<file path="config.mk">
export PLATFORM = sky130hd
export DESIGN_NAME = table_read_write_unit
export DESIGN_NICKNAME = d
export VERILOG_FILES = /design/src/hw/table_rw_pkg.sv /design/src/hw/ptr_step.sv /design/src/hw/table_read_write_unit.sv
export SDC_FILE = /design/constraint.sdc
export NUM_CORES = 1
export LEC_CHECK = 0
export BUFFER_PORTS_ARGS = -buffer_cell sky130_fd_sc_hd__buf_4
export CORE_MARGIN = 2
export CORE_UTILIZATION = 40
export DETAILED_ROUTE_END_ITERATION = 6
export PLACE_DENSITY = 0.72
export SLEW_MARGIN = 10
export SYNTH_ARGS = -nofsm -noshare
export SYNTH_HDL_FRONTEND = slang
export SYNTH_HIERARCHICAL = 1
export SYNTH_SLANG_ARGS = --single-unit
</file>
<file path="constraint.sdc">
create_clock -name sys_clk_in -period 2.7 [get_ports sys_clk_in]
set_clock_uncertainty 0.1 [all_clocks]
set_input_delay 0.27 -clock sys_clk_in [delete_from_list [all_inputs] [get_ports sys_clk_in]]
set_output_delay 0.27 -clock sys_clk_in [all_outputs]
set_load 0.1 [all_outputs]
</file>
<file path="src/hw/table_rw_pkg.sv">
// Package of constants and types for the table read/write unit.
`default_nettype none
package table_rw_pkg;
   localparam int PTR_W = 21;
   localparam int DATA_W = 8;
   localparam int HOLD_N = 8;
   localparam int HOLD_SEL_W = 3;
   localparam int BYTE_SEL_BIT = 0;
   localparam logic [20:0] PTR_RESET = 21'h000000;
   localparam logic [7:0] LATCH_RESET = 8'h00;
   localparam logic [7:0] HOLD_RESET = 8'hFF;
   localparam logic [1:0] MODE_NONE = 2'h0;
   localparam logic [1:0] MODE_POST_INC = 2'h1;
   localparam logic [1:0] MODE_POST_DEC = 2'h2;
   localparam logic [1:0] MODE_PRE_INC = 2'h3;
   localparam logic [15:0] OP_READ_BASE = 16'h0008;
   localparam logic [15:0] OP_WRITE_BASE = 16'h000C;
   localparam logic [15:0] OP_MODE_MASK = 16'hFFFC;
   typedef enum logic [1:0] {
      PH_Q1,
      PH_Q2,
      PH_Q3,
      PH_Q4
   } phase_t;
endpackage
`default_nettype wire

</file>
<file path="src/hw/ptr_step.sv">
// Pointer adjust unit: steps the table pointer by the selected mode.
`default_nettype none
module ptr_step (
   input wire logic [20:0] ptr_in,
   input wire logic [1:0] mode_in,
   output logic [20:0] pre_out,
   output logic [20:0] post_out
);
   import table_rw_pkg::*;
   logic [20:0] inc;
   logic [20:0] dec;
   assign inc = ptr_in + 21'h000001;
   assign dec = ptr_in - 21'h000001;
   // The access address and the pointer left behind.
   always_comb begin
      pre_out = ptr_in;
      post_out = ptr_in;
      case (mode_in)
         MODE_POST_INC: post_out = inc;
         MODE_POST_DEC: post_out = dec;
         MODE_PRE_INC: begin
            pre_out = inc;
            post_out = inc;
         end
         default: post_out = ptr_in;
      endcase
   end
endmodule
`default_nettype wire

</file>
<file path="src/hw/table_read_write_unit.sv">
// Table read/write unit between program flash and the table latch.
// ==========================================================
`default_nettype none
module table_read_write_unit (
   input wire logic sys_clk_in,
   input wire logic nrst_in,
   input wire table_rw_pkg::phase_t phase_in,
   input wire logic op_valid_in,
   input wire logic [15:0] opcode_in,
   input wire logic [15:0] prog_word_in,
   input wire logic ptr_load_in,
   input wire logic [20:0] ptr_data_in,
   input wire logic latch_load_in,
   input wire logic [7:0] latch_data_in,
   output logic [20:0] table_pointer_out,
   output logic [7:0] table_latch_out,
   output logic [20:0] prog_addr_out,
   output logic prog_rd_out,
   output logic busy_out,
   output logic [63:0] hold_bytes_out
);
   import table_rw_pkg::*;
   // ==========================================================
   // State
   typedef enum {
      ST_IDLE,
      ST_DECODE,
      ST_EXEC
   } state_t;
   state_t state;
   state_t next_state;
   logic is_write;
   logic next_is_write;
   logic [1:0] mode;
   logic [1:0] next_mode;
   logic [20:0] table_pointer;
   logic [20:0] next_table_pointer;
   logic [7:0] table_latch;
   logic [7:0] next_table_latch;
   logic [20:0] access_addr;
   logic [20:0] next_access_addr;
   // The byte moved in Q2 waits here until the Q4 edge.
   logic [7:0] fetched;
   logic [7:0] next_fetched;
   logic next_prog_rd;
   logic [7:0] hold [HOLD_N];
   logic [7:0] next_hold [HOLD_N];
   logic [20:0] pre_ptr;
   logic [20:0] post_ptr;
   logic op_read;
   logic op_write;
   // ==========================================================
   // Decode
   // Only the two low bits carry the mode; the rest of the word must match
   // exactly, so every other instruction passes by untouched.
   assign op_read = op_valid_in &&
      ((opcode_in & OP_MODE_MASK) == OP_READ_BASE);
   assign op_write = op_valid_in &&
      ((opcode_in & OP_MODE_MASK) == OP_WRITE_BASE);
   ptr_step u_step (
      .ptr_in(table_pointer),
      .mode_in(mode),
      .pre_out(pre_ptr),
      .post_out(post_ptr)
   );
   // ==========================================================
   // Next state
   always_comb begin
      next_state = state;
      next_is_write = is_write;
      next_mode = mode;
      next_table_pointer = table_pointer;
      next_table_latch = table_latch;
      next_access_addr = access_addr;
      next_fetched = fetched;
      next_prog_rd = 1'b0;
      case (state)
         ST_IDLE: begin
            // Loads count only while idle, so the pointer and the latch
            // never change under an access that is under way.
            if (ptr_load_in) begin
               next_table_pointer = ptr_data_in;
            end
            if (latch_load_in) begin
               next_table_latch = latch_data_in;
            end
            // Operations start at Q1 so each takes exactly two cycles.
            if ((op_read || op_write) && phase_in == PH_Q1) begin
               next_state = ST_DECODE;
               next_is_write = op_write;
               next_mode = opcode_in[1:0];
            end
         end
         ST_DECODE: begin
            // The first cycle only decodes.
            if (phase_in == PH_Q4) begin
               next_state = ST_EXEC;
               // A pre-step is taken here, one clock before the strobe rises,
               // so the address is settled when the strobe rises.
               next_access_addr = pre_ptr;
            end
         end
         ST_EXEC: begin
            case (phase_in)
               PH_Q1: begin
                  // Raised one clock early so the word stands in Q2.
                  next_prog_rd = !is_write;
               end
               PH_Q2: begin
                  if (is_write) begin
                     next_fetched = table_latch;
                  end else begin
                     // Bit 0 picks the byte in the word.
                     next_fetched = access_addr[BYTE_SEL_BIT] ?
                        prog_word_in[15:8] : prog_word_in[7:0];
                  end
               end
               PH_Q4: begin
                  // A write lands in the holding file below.
                  if (!is_write) begin
                     next_table_latch = fetched;
                  end
                  // The pointer moves last, so a post step never shifts
                  // the address that this access used.
                  next_table_pointer = post_ptr;
                  next_state = ST_IDLE;
               end
               default: next_prog_rd = 1'b0;
            endcase
         end
         default: next_state = ST_IDLE;
      endcase
   end
   // ==========================================================
   // Registers
   always_ff @(posedge sys_clk_in or negedge nrst_in) begin
      if (!nrst_in) begin
         state <= ST_IDLE;
         is_write <= 1'b0;
         mode <= MODE_NONE;
         table_pointer <= PTR_RESET;
         table_latch <= LATCH_RESET;
         access_addr <= PTR_RESET;
         fetched <= LATCH_RESET;
      end else begin
         state <= next_state;
         is_write <= next_is_write;
         mode <= next_mode;
         table_pointer <= next_table_pointer;
         table_latch <= next_table_latch;
         access_addr <= next_access_addr;
         fetched <= next_fetched;
      end
   end
   // ==========================================================
   // Holding file
   // A write stops in this file; nothing here touches the program array.
   logic hold_we;
   always_comb begin
      hold_we = (state == ST_EXEC) && is_write && (phase_in == PH_Q4);
      for (int i = 0; i < HOLD_N; i++) begin
         next_hold[i] = hold[i];
      end
      if (hold_we) begin
         // The three low address bits pick one of the eight bytes.
         next_hold[access_addr[HOLD_SEL_W-1:0]] = fetched;
      end
   end
   always_ff @(posedge sys_clk_in or negedge nrst_in) begin
      if (!nrst_in) begin
         for (int i = 0; i < HOLD_N; i++) begin
            hold[i] <= HOLD_RESET;
         end
      end else begin
         for (int i = 0; i < HOLD_N; i++) begin
            hold[i] <= next_hold[i];
         end
      end
   end
   // ==========================================================
   // Outputs
   // Each port is a flop of its own, loaded from the same next value as
   // its working register, so the pins show no combinational path.
   logic next_busy;
   logic [63:0] next_hold_bytes;
   always_comb begin
      next_busy = (next_state != ST_IDLE);
      next_hold_bytes = 64'h0000000000000000;
      for (int i = 0; i < HOLD_N; i++) begin
         next_hold_bytes[i*8 +: 8] = next_hold[i];
      end
   end
   always_ff @(posedge sys_clk_in or negedge nrst_in) begin
      if (!nrst_in) begin
         table_pointer_out <= PTR_RESET;
         table_latch_out <= LATCH_RESET;
         prog_addr_out <= PTR_RESET;
         prog_rd_out <= 1'b0;
         busy_out <= 1'b0;
         hold_bytes_out <= {HOLD_N{HOLD_RESET}};
      end else begin
         table_pointer_out <= next_table_pointer;
         table_latch_out <= next_table_latch;
         prog_addr_out <= next_access_addr;
         prog_rd_out <= next_prog_rd;
         busy_out <= next_busy;
         hold_bytes_out <= next_hold_bytes;
      end
   end
endmodule
`default_nettype wire

</file>
==> results.json, run 1 <==
{
  "drt_wl_total_um": 18900,
  "yosysWarningCount": 6,
  "worst_skew_pair.late_latency_ns": 0.42,
  "synth_area_leaders": "dfrtp_1 32%, mux2_2 23%, dfstp_2 22%",
  "ys_ff_latch": 159,
  "grt_overflow": 0,
  "critPathArrivalTime_ns": 2.77,
  "ys_types": 50,
  "relSlewSlack_pct": 57.5,
  "ios": 184,
  "drt_iter0_markers": 281,
  "cts_tree": "done",
  "period_share_pct": 94.7,
  "start_util_pct": 40.6,
  "gr-usage-all-layers_pct": 19.3,
  "yosysSeqAreaShare_pct": 53.8,
  "final-hold-violation-count": 0,
  "synth.top_cells.by_count": "154 x mux2_2, 95 x dfrtp_1, 64 x dfstp_2",
  "die_w_um": 141,
  "power_mw": 5.33,
  "period_minus_slack_ns": 2.56,
  "drc": 0,
  "rows": 50,
  "yosysTopAreaCell": "dfrtp_1",
  "grt_pass1_wl_um": 29800,
  "post-cts-setup-buffers": 0,
  "netlist.area_leader.share_pct": 31.5,
  "cts_buffers": 17,
  "core_area_um2": 18600,
  "antenna_found_initial": 0,
  "fmax_mhz": 391,
  "worstPathMaxFanout": 7,
  "drive_above_1_share_pct": 61.8,
  "synth-compound-area-share_pct": 3.00,
  "area_delta_synth_final_pct": 34.0,
  "cts_buffer_depth": 2,
  "leakagePower_nw": 4.65,
  "grt_pass1_vias": 5444,
  "synth-async-reset-ratio_pct": 100,
  "placed_cell_area_um2": 9490,
  "routedWlPerCell_um": 18.0,
  "dr.pass1.iters": 4,
  "dpl.hpwl_um": 13800,
  "slew_viol_final": 0,
  "syn_inst": 568,
  "cts_htree_levels": 4,
  "ys.flop_type": "dfrtp_1",
  "drv_cap": 0,
  "num-nets-final": 873,
  "vias": 5318,
  "synthAdderAreaFrac_pct": 0.332,
  "ir_drop_mv": 0.405,
  "antenna_cells": 0,
  "path_class": "reg -> reg",
  "setup_violations": 0,
  "worst_slew_pin_slew_ns": 0.637,
  "fillers": 1560,
  "grt_max_degree": 71,
  "place.gp.congestion": 0.860,
  "via_per_inst": 5.06,
  "final_area_um2": 10100,
  "p_per_area_nw_per_um2": 527,
  "status": "completed",
  "portBuffers": 183,
  "cts.clk_slew.worst_paths_ns": 0.06,
  "clock-sinks": 159,
  "synth.area.mux_share_pct": 24.3,
  "cts_root_buffer": "clkbuf_16",
  "synth_most_common_cell": "mux2_2",
  "fp.dieH_um": 141,
  "synth_xor_area_share_pct": 4.65,
  "rsz0062_at_grt": "no",
  "cp-start-kind": "flop",
  "hold_class": "in -> reg",
  "synth_top_family_by_area": "multiplexers",
  "avgSynthCellArea_um2": 13.3,
  "final_antenna_net_count": 0,
  "synthSimpleGateAreaFrac_pct": 11.7,
  "die_area_um2": 20000,
  "cp.required_ns": 2.91,
  "synth_area_um2": 7540,
  "synth_edf_count": 0,
  "end_kind": "flop"
}
## final timing paths
path	startpoint	to	depth (start not counted)	slack, ns
max	table_pointer_out[3]	table_pointer_out[11]	6	0.14
min	opcode_in[0]	mode[0]	2	0.01
max reg2reg	table_pointer_out[3]	table_pointer_out[11]	6	0.14
min reg2reg	prog_addr_out[16]	prog_addr_out[16]	1	0.41
max in group asynchronous	nrst_in	hold_bytes_out[53]	3	1.32
min in group asynchronous	nrst_in	prog_addr_out[8]	2	0.30
## critical path, stage by stage (launching register included)
cell and delay, ns:
dfrtp_4 0.46, or3_1 0.52, or4_1 0.54, o22a_1 0.20, xnor2_1 0.12, mux2_2 0.25, mux2_2 0.25
## layout make-up
cell class	instances	area (um^2)	area share (%)
multi-input combinational	404	3470	34.3
inverter	5	18.8	0.186
clock buffer	20	500	4.95
tap	234	293	2.90
clock inverter	12	91.3	0.904
sequential	159	4090	40.5
timing repair buffer	216	1640	16.2
## power by group
group	switching [mW]	internal (mW)	leakage [nW]
logic	0.315	0.171	2.49
registers	0.0403	2.44	1.86
clock network	1.01	1.36	0.300
## cells by family after synthesis
family / count (synthesis)
DFF: 159
other: 1
xor gates and xnor gates: 40
muxes: 164
and+or+nand+nor: 136
buffers and inverters: 34
AOI/OAI and AO/OA: 32
adders and majority gates: 2
## layer usage
layer | track usage [%] | wire (um) | up-vias
met5 | 0 | 0 | -
met4 | 7.11 | 377 | 0
met3 | 3.61 | 741 | 24
met2 | 31.2 | 9260 | 129
met1 | 26.0 | 8490 | 2654
li1 | - | - | 2511
## registers in the layout, summed over array words and instances, names as in the netlist
| name | cells |
|---|---|
| state | 32 |
| is_write | 1 |
| prog_rd_out | 1 |
| busy_out | 1 |
| fetched | 8 |
| table_pointer_out | 21 |
| mode | 2 |
| hold_bytes_out | 63 |
| hold | 1 |
| table_latch_out | 8 |
| prog_addr_out | 21 |
## through the flow
stage	utilization (%)	instances	hold slack, ns	setup TNS, ns	setup slack (ns)
final	54.4	1050	0.0140	0	0.142
after global routing	54.4	1050	0.0183	0	0.0502
after CTS	54.3	1050	0.000805	0	0.0646
after detailed placement	51.1	1017	0.206	0	0.0753
after global placement	51.1	1017	0.206	0	0.157
after floorplan	-	597	-0.126	-0.338	-0.133
## cell usage in the layout (no fill, tap or decap), types with 4 or more instances in the layout
master,n
a22oi_1,4
a32oi_1,5
and3_1,4
buf_4,213
clkbuf_16,20
conb_1,30
dfrtp_1,79
dfrtp_2,11
dfrtp_4,5
dfstp_2,64
inv_1,5
inv_6,4
mux2_2,154
mux2i_1,10
nand2_1,25
nand3_1,15
nand4_1,8
nor2_1,19
nor3_1,9
nor4_1,15
nor4_2,4
nor4_4,9
o21ai_0,11
or3_1,4
xnor2_1,28
xor2_1,12
## timing repair
item / 4_1_cts / 5_1_grt
endpoints found under the hold margin: 55 / 0
gates resized for setup: 0 / 2
endpoints found under the setup margin: 0 / 3
hold buffers: 1 / 0
Note: power is estimated with default switching activity, not from simulation.
==> run 2, diff against run 1 <==
Settings changed: CORE_UTILIZATION 40 to 54, PLACE_DENSITY 0.72 to 0.88.
Clock period 2.7 ns to 2.55 ns, I/O delays scaled along.
==> run 2 against run 1 <==
  * The flow now finishes with violations (negative setup slack)
  * Non-clock buffer count increased by 14
  * Final cell count shrank 3.8%
  * Worst setup slack got worse by 0.18 ns
  * Sequential power is 6% higher
  * Critical path depth rose by 1
  * Via count rose by 8.8%
  * Critical endpoint is now table_pointer_out[20]
==> results.json, run 2 (synthesis gave the netlist of run 1 again) <==
{
  "status": "finished, violations left",
  "failed_checks": "negative setup slack",
  "start_util_pct": 54.7,
  "mostFrequentLayoutCells": "224 x buf_4, 153 x mux2_2, 79 x dfrtp_1",
  "rows": 43,
  "clock-sinks": 159,
  "area_delta_synth_final_pct": 35.2,
  "dpl.hpwl_um": 14000,
  "drt_iter0_markers": 351,
  "ir_drop_mv": 0.423,
  "whs_ns": 0.0255,
  "via_per_inst": 5.73,
  "regMostFlops": "hold_bytes_out",
  "die_w_um": 122,
  "grt_pass1_wl_um": 31100,
  "core_area_um2": 13800,
  "grt_overflow": 0,
  "ios": 184,
  "cp-start-kind": "flop",
  "rsz0062_at_grt": "yes",
  "worst_slew_pin_slew_ns": 0.578,
  "drc": 0,
  "num-nets-final": 887,
  "place.gp.congestion": 0.920,
  "grt_max_degree": 64,
  "period_share_pct": 102,
  "hold_class": "in -> reg",
  "cp.required_ns": 2.76,
  "regArea_um2": 4090,
  "gr-usage-all-layers_pct": 27.6,
  "cts_root_buffer": "clkbuf_16",
  "cts.clk_slew.worst_paths_ns": 0.07,
  "layout_commonest_cell": "buf_4",
  "p_per_area_nw_per_um2": 552,
  "dr.pass1.iters": 5,
  "worst_skew_pair.late_latency_ns": 0.42,
  "setup_violations": 5,
  "routedWlPerCell_um": 20.4,
  "slew_viol_final": 0,
  "drt_wl_total_um": 20700,
  "end_kind": "flop",
  "top_regs": "hold_bytes_out (63), state (32)",
  "placed_cell_area_um2": 9520,
  "path_class": "reg -> reg",
  "antenna_found_initial": 0,
  "largest_reg_flops": 63,
  "cts_buffer_depth": 2,
  "cts_tree": "done",
  "leakagePower_nw": 4.72,
  "cts_buffers": 17,
  "portBuffers": 183,
  "period_minus_slack_ns": 2.59,
  "cts_htree_levels": 4,
  "final_antenna_net_count": 0,
  "drv_cap": 0,
  "worstPathMaxFanout": 5,
  "vias": 5786,
  "final-hold-violation-count": 0,
  "final_area_um2": 10200,
  "antenna_cells": 0,
  "fmax_mhz": 386,
  "relSlewSlack_pct": 61.3,
  "fp.dieH_um": 122,
  "setup_ws_ns": -0.0405,
  "drive_above_1_share_pct": 62.8,
  "critPathArrivalTime_ns": 2.80,
  "setup_tns_ns": -0.161,
  "die_area_um2": 14900,
  "grt_pass1_vias": 5868,
  "multi_input_area_um2": 3510,
  "fillers": 901
}
run 2: power breakdown:
| part | switching (mW) | internal (mW) | total (mW) |
|---|---|---|---|
| sequential | 0.0442 | 2.58 | 2.62 |
| clock | 1.08 | 1.38 | 2.46 |
| combinational | 0.351 | 0.190 | 0.540 |
| total | 1.47 | 4.15 | 5.63 |
run 2: stage by stage:
step / worst slack, ns / instances / utilization, % / total power [mW]
global route: -0.0819 / 1010 / 74.0 / 5.81
floorplan: -0.283 / 597 / - / 2.97
detailed placement: 0.0345 / 973 / 69.1 / 3.19
global placement: 0.0490 / 973 / 69.1 / 3.17
CTS: 0.0116 / 1007 / 73.5 / 5.64
finish: -0.0405 / 1010 / 74.0 / 5.63
run 2: layout make-up:
class | instances | share of cell area [%]
inverter | 5 | 0.184
clock inverter | 11 | 0.909
sequential | 159 | 40.2
multi-input combinational | 404 | 34.4
tap | 180 | 2.21
clock buffer | 21 | 4.73
timing repair buffer | 230 | 17.4
run 2: final timing paths:
check / startpoint / end / slack, ns / cells past startpoint
setup / recovery: table_pointer_out[6] / table_pointer_out[20] / -0.04 / 7
hold / removal: opcode_in[0] / mode[0] / 0.03 / 2
setup reg to reg: table_pointer_out[6] / table_pointer_out[20] / -0.04 / 7
hold reg to reg: prog_addr_out[16] / prog_addr_out[16] / 0.41 / 1
max in group asynchronous: nrst_in / hold_bytes_out[35] / 1.35 / 3
min in group asynchronous: nrst_in / prog_addr_out[6] / 0.20 / 2
run 2: critical path, cell delays in order, from the launching register on:
cell and delay (ns):
dfrtp_4 0.48, or4_4 0.59, nor4_4 0.34, buf_4 0.21
a32oi_1 0.08, xnor2_1 0.15, mux2_2 0.26, mux2_2 0.26
run 2: layer usage:
layer / wire length [um] / track usage [%]
met2: 10400 / 45.4
met5: 0 / 0
met1: 8200 / 35.2
met3: 1180 / 5.48
met4: 827 / 13.2
run 2: timing repair:
action,4_1_cts,5_1_grt
setup buffers,0,3
endpoints found under the setup margin,0,74
endpoints found under the hold margin,41,0
hold buffers,2,0
gates resized for setup,0,9
==> run 3, diff against run 2 <==
Settings changed: SETUP_SLACK_MARGIN from default to 0.5.
==> run 3 against run 2 <==
  * Clock power rose by 4%
  * Largest cell class is now multi-input gates
  * The flow still finishes with violations (negative setup slack)
  * Sequential share of layout area fell by 4.7 points
  * First-iteration DRC count rose by 96%
  * Critical path depth fell by 1
  * Final cell count rose by 4.3%
  * Via count rose by 12%
  * Count of clock-buffer cells in the layout fell by 2
  * Largest power group unchanged
  * Global-route usage rose by 5.2 points
  * Sequential power barely moved
  * Maximum frequency fell by 3.2%
  * Register-to-register slack got worse by 0.09 ns
==> results.json, run 3 (synthesis gave the netlist of run 1 again) <==
{
  "core_area_um2": 13800,
  "worstReg2RegStart": "table_pointer_out[5]",
  "r2r_slack_ns": -0.13,
  "dpl_worst_slack_ns": 0.0283,
  "worst_slew_pin_slew_ns": 0.555,
  "start_util_pct": 54.7,
  "critPathBufInv": 0,
  "worstPathMaxFanout": 4,
  "vias": 6462,
  "setup_violations": 8,
  "cts_tree": "done",
  "cts_buffer_depth": 2,
  "min_to": "table_pointer_out[20]",
  "top_regs": "hold_bytes_out (63), state (32)",
  "fmax_mhz": 374,
  "critPathArrivalTime_ns": 2.90,
  "end_kind": "flop",
  "ir_drop_mv": 0.359,
  "rsz0062_at_grt": "yes",
  "final_antenna_net_count": 0,
  "drt_wl_total_um": 28300,
  "regMostFlops": "hold_bytes_out",
  "mostFrequentLayoutCells": "223 x buf_4, 122 x mux2_4, 72 x dfrtp_1",
  "status": "finished, violations left",
  "cts.clk_slew.worst_paths_ns": 0.06,
  "fin_cells": 1053,
  "reg2reg_depth": 6,
  "holdPathStages": 3,
  "slowest_stage": "or4_4",
  "worstHoldStart": "ptr_data_in[20]",
  "dpl.hpwl_um": 14800,
  "area_delta_synth_final_pct": 54.5,
  "drt_iter0_markers": 687,
  "clock-sinks": 159,
  "grt_pass1_vias": 6452,
  "cp_top_family": "simple AND/OR/NAND/NOR gates",
  "drc": 0,
  "worst_skew_pair.late_latency_ns": 0.45,
  "final_core_util_pct": 84.6,
  "period_share_pct": 105,
  "grt_max_degree": 74,
  "final-hold-violation-count": 0,
  "failed_checks": "negative setup slack",
  "slew_viol_final": 0,
  "via_per_inst": 6.14,
  "period_minus_slack_ns": 2.68,
  "portBuffers": 183,
  "setup_ws_ns": -0.127,
  "grt_overflow": 0,
  "cp_slowest_stage_delay_ns": 0.60,
  "cp_cell_sequence": "or4_4, or4_4, o22a_1, xnor2_1, mux2_4, mux2_4",
  "reg2reg_to": "table_pointer_out[11]",
  "dp_cells": 971,
  "relSlewSlack_pct": 63.0,
  "ios": 184,
  "drive_above_1_share_pct": 70.2,
  "layout_commonest_cell": "buf_4",
  "power_mw": 5.81,
  "cts_htree_levels": 4,
  "largest_reg_flops": 63,
  "cp-start-kind": "flop",
  "dr.pass1.iters": 5,
  "die_w_um": 122,
  "leakagePower_nw": 5.33,
  "path_class": "reg -> reg",
  "fp.dieH_um": 122,
  "hold_class": "in -> reg",
  "cts_buffers": 17,
  "grt_pass1_wl_um": 36300,
  "place.gp.congestion": 0.885,
  "antenna_found_initial": 1,
  "die_area_um2": 14900,
  "drv_cap": 0,
  "rows": 43,
  "routedWlPerCell_um": 26.9,
  "num-nets-final": 929,
  "cts_root_buffer": "clkbuf_16",
  "p_per_area_nw_per_um2": 499,
  "whs_ns": 0.0710,
  "gr-usage-all-layers_pct": 32.8,
  "cp.required_ns": 2.77
}
-- run 3: how the worst max path moves through the flow --
| stage | from | endpoint | cells past startpoint |
|---|---|---|---|
| 3_3_place_gp | table_pointer_out[1] | table_pointer_out[11] | 6 |
| 4_1_cts | table_pointer_out[1] | table_pointer_out[11] | 6 |
| 5_1_grt | table_pointer_out[5] | table_pointer_out[11] | 6 |
| 6_report | table_pointer_out[5] | table_pointer_out[11] | 6 |
| 3_5_place_dp | table_pointer_out[1] | table_pointer_out[20] | 10 |
| 2_1_floorplan | table_pointer_out[3] | table_pointer_out[11] | 8 |
-- run 3: tightest hold or removal path: stages --
cell and delay [ns]:
buf_4 0.08, mux2_4 0.12, mux2_4 0.12
-- run 3: timing repair --
action / CTS / global route
pin swaps: 17 / 31
hold buffers: 4 / 0
gates cloned: 5 / 0
setup buffers: 23 / 17
hold endpoints to repair: 46 / 0
resized for setup: 55 / 107
endpoints found under the setup margin: 124 / 126
-- run 3: metal layers --
| layer | routed length, um | part of all wire [%] | global-route usage (%) |
|---|---|---|---|
| met1 | 10200 | 36 | 38.3 |
| met2 | 14200 | 50 | 58.1 |
| met3 | 2430 | 8.6 | 7.30 |
| met4 | 1560 | 5.5 | 14.0 |
| met5 | 0 | 0 | 0 |
-- run 3: cell type report --
type	count	area, um^2
inverters	5	23.8
repair buffers	272	2360
diodes	1	2.50
multi-input cells	404	4330
well taps	180	225
clock inverters	13	118
clock buffers	19	464
flip-flops and latches	159	4130
fillers	633	2130
-- run 3: where the power goes --
group / total (mW) / internal [mW] / switching [mW]
clock: 2.55 / 1.37 / 1.18
combinational: 0.613 / 0.222 / 0.391
sequential: 2.65 / 2.58 / 0.0646
total: 5.81 / 4.17 / 1.64
-- run 3: per-stage QoR --
step	setup TNS (ns)	cell area, um^2
3_5_place_dp	0	9900
3_3_place_gp	0	9900
4_1_cts	0	11000
5_1_grt	-0.459	11600
2_1_floorplan	-1.86	8180
6_report	-0.443	11600
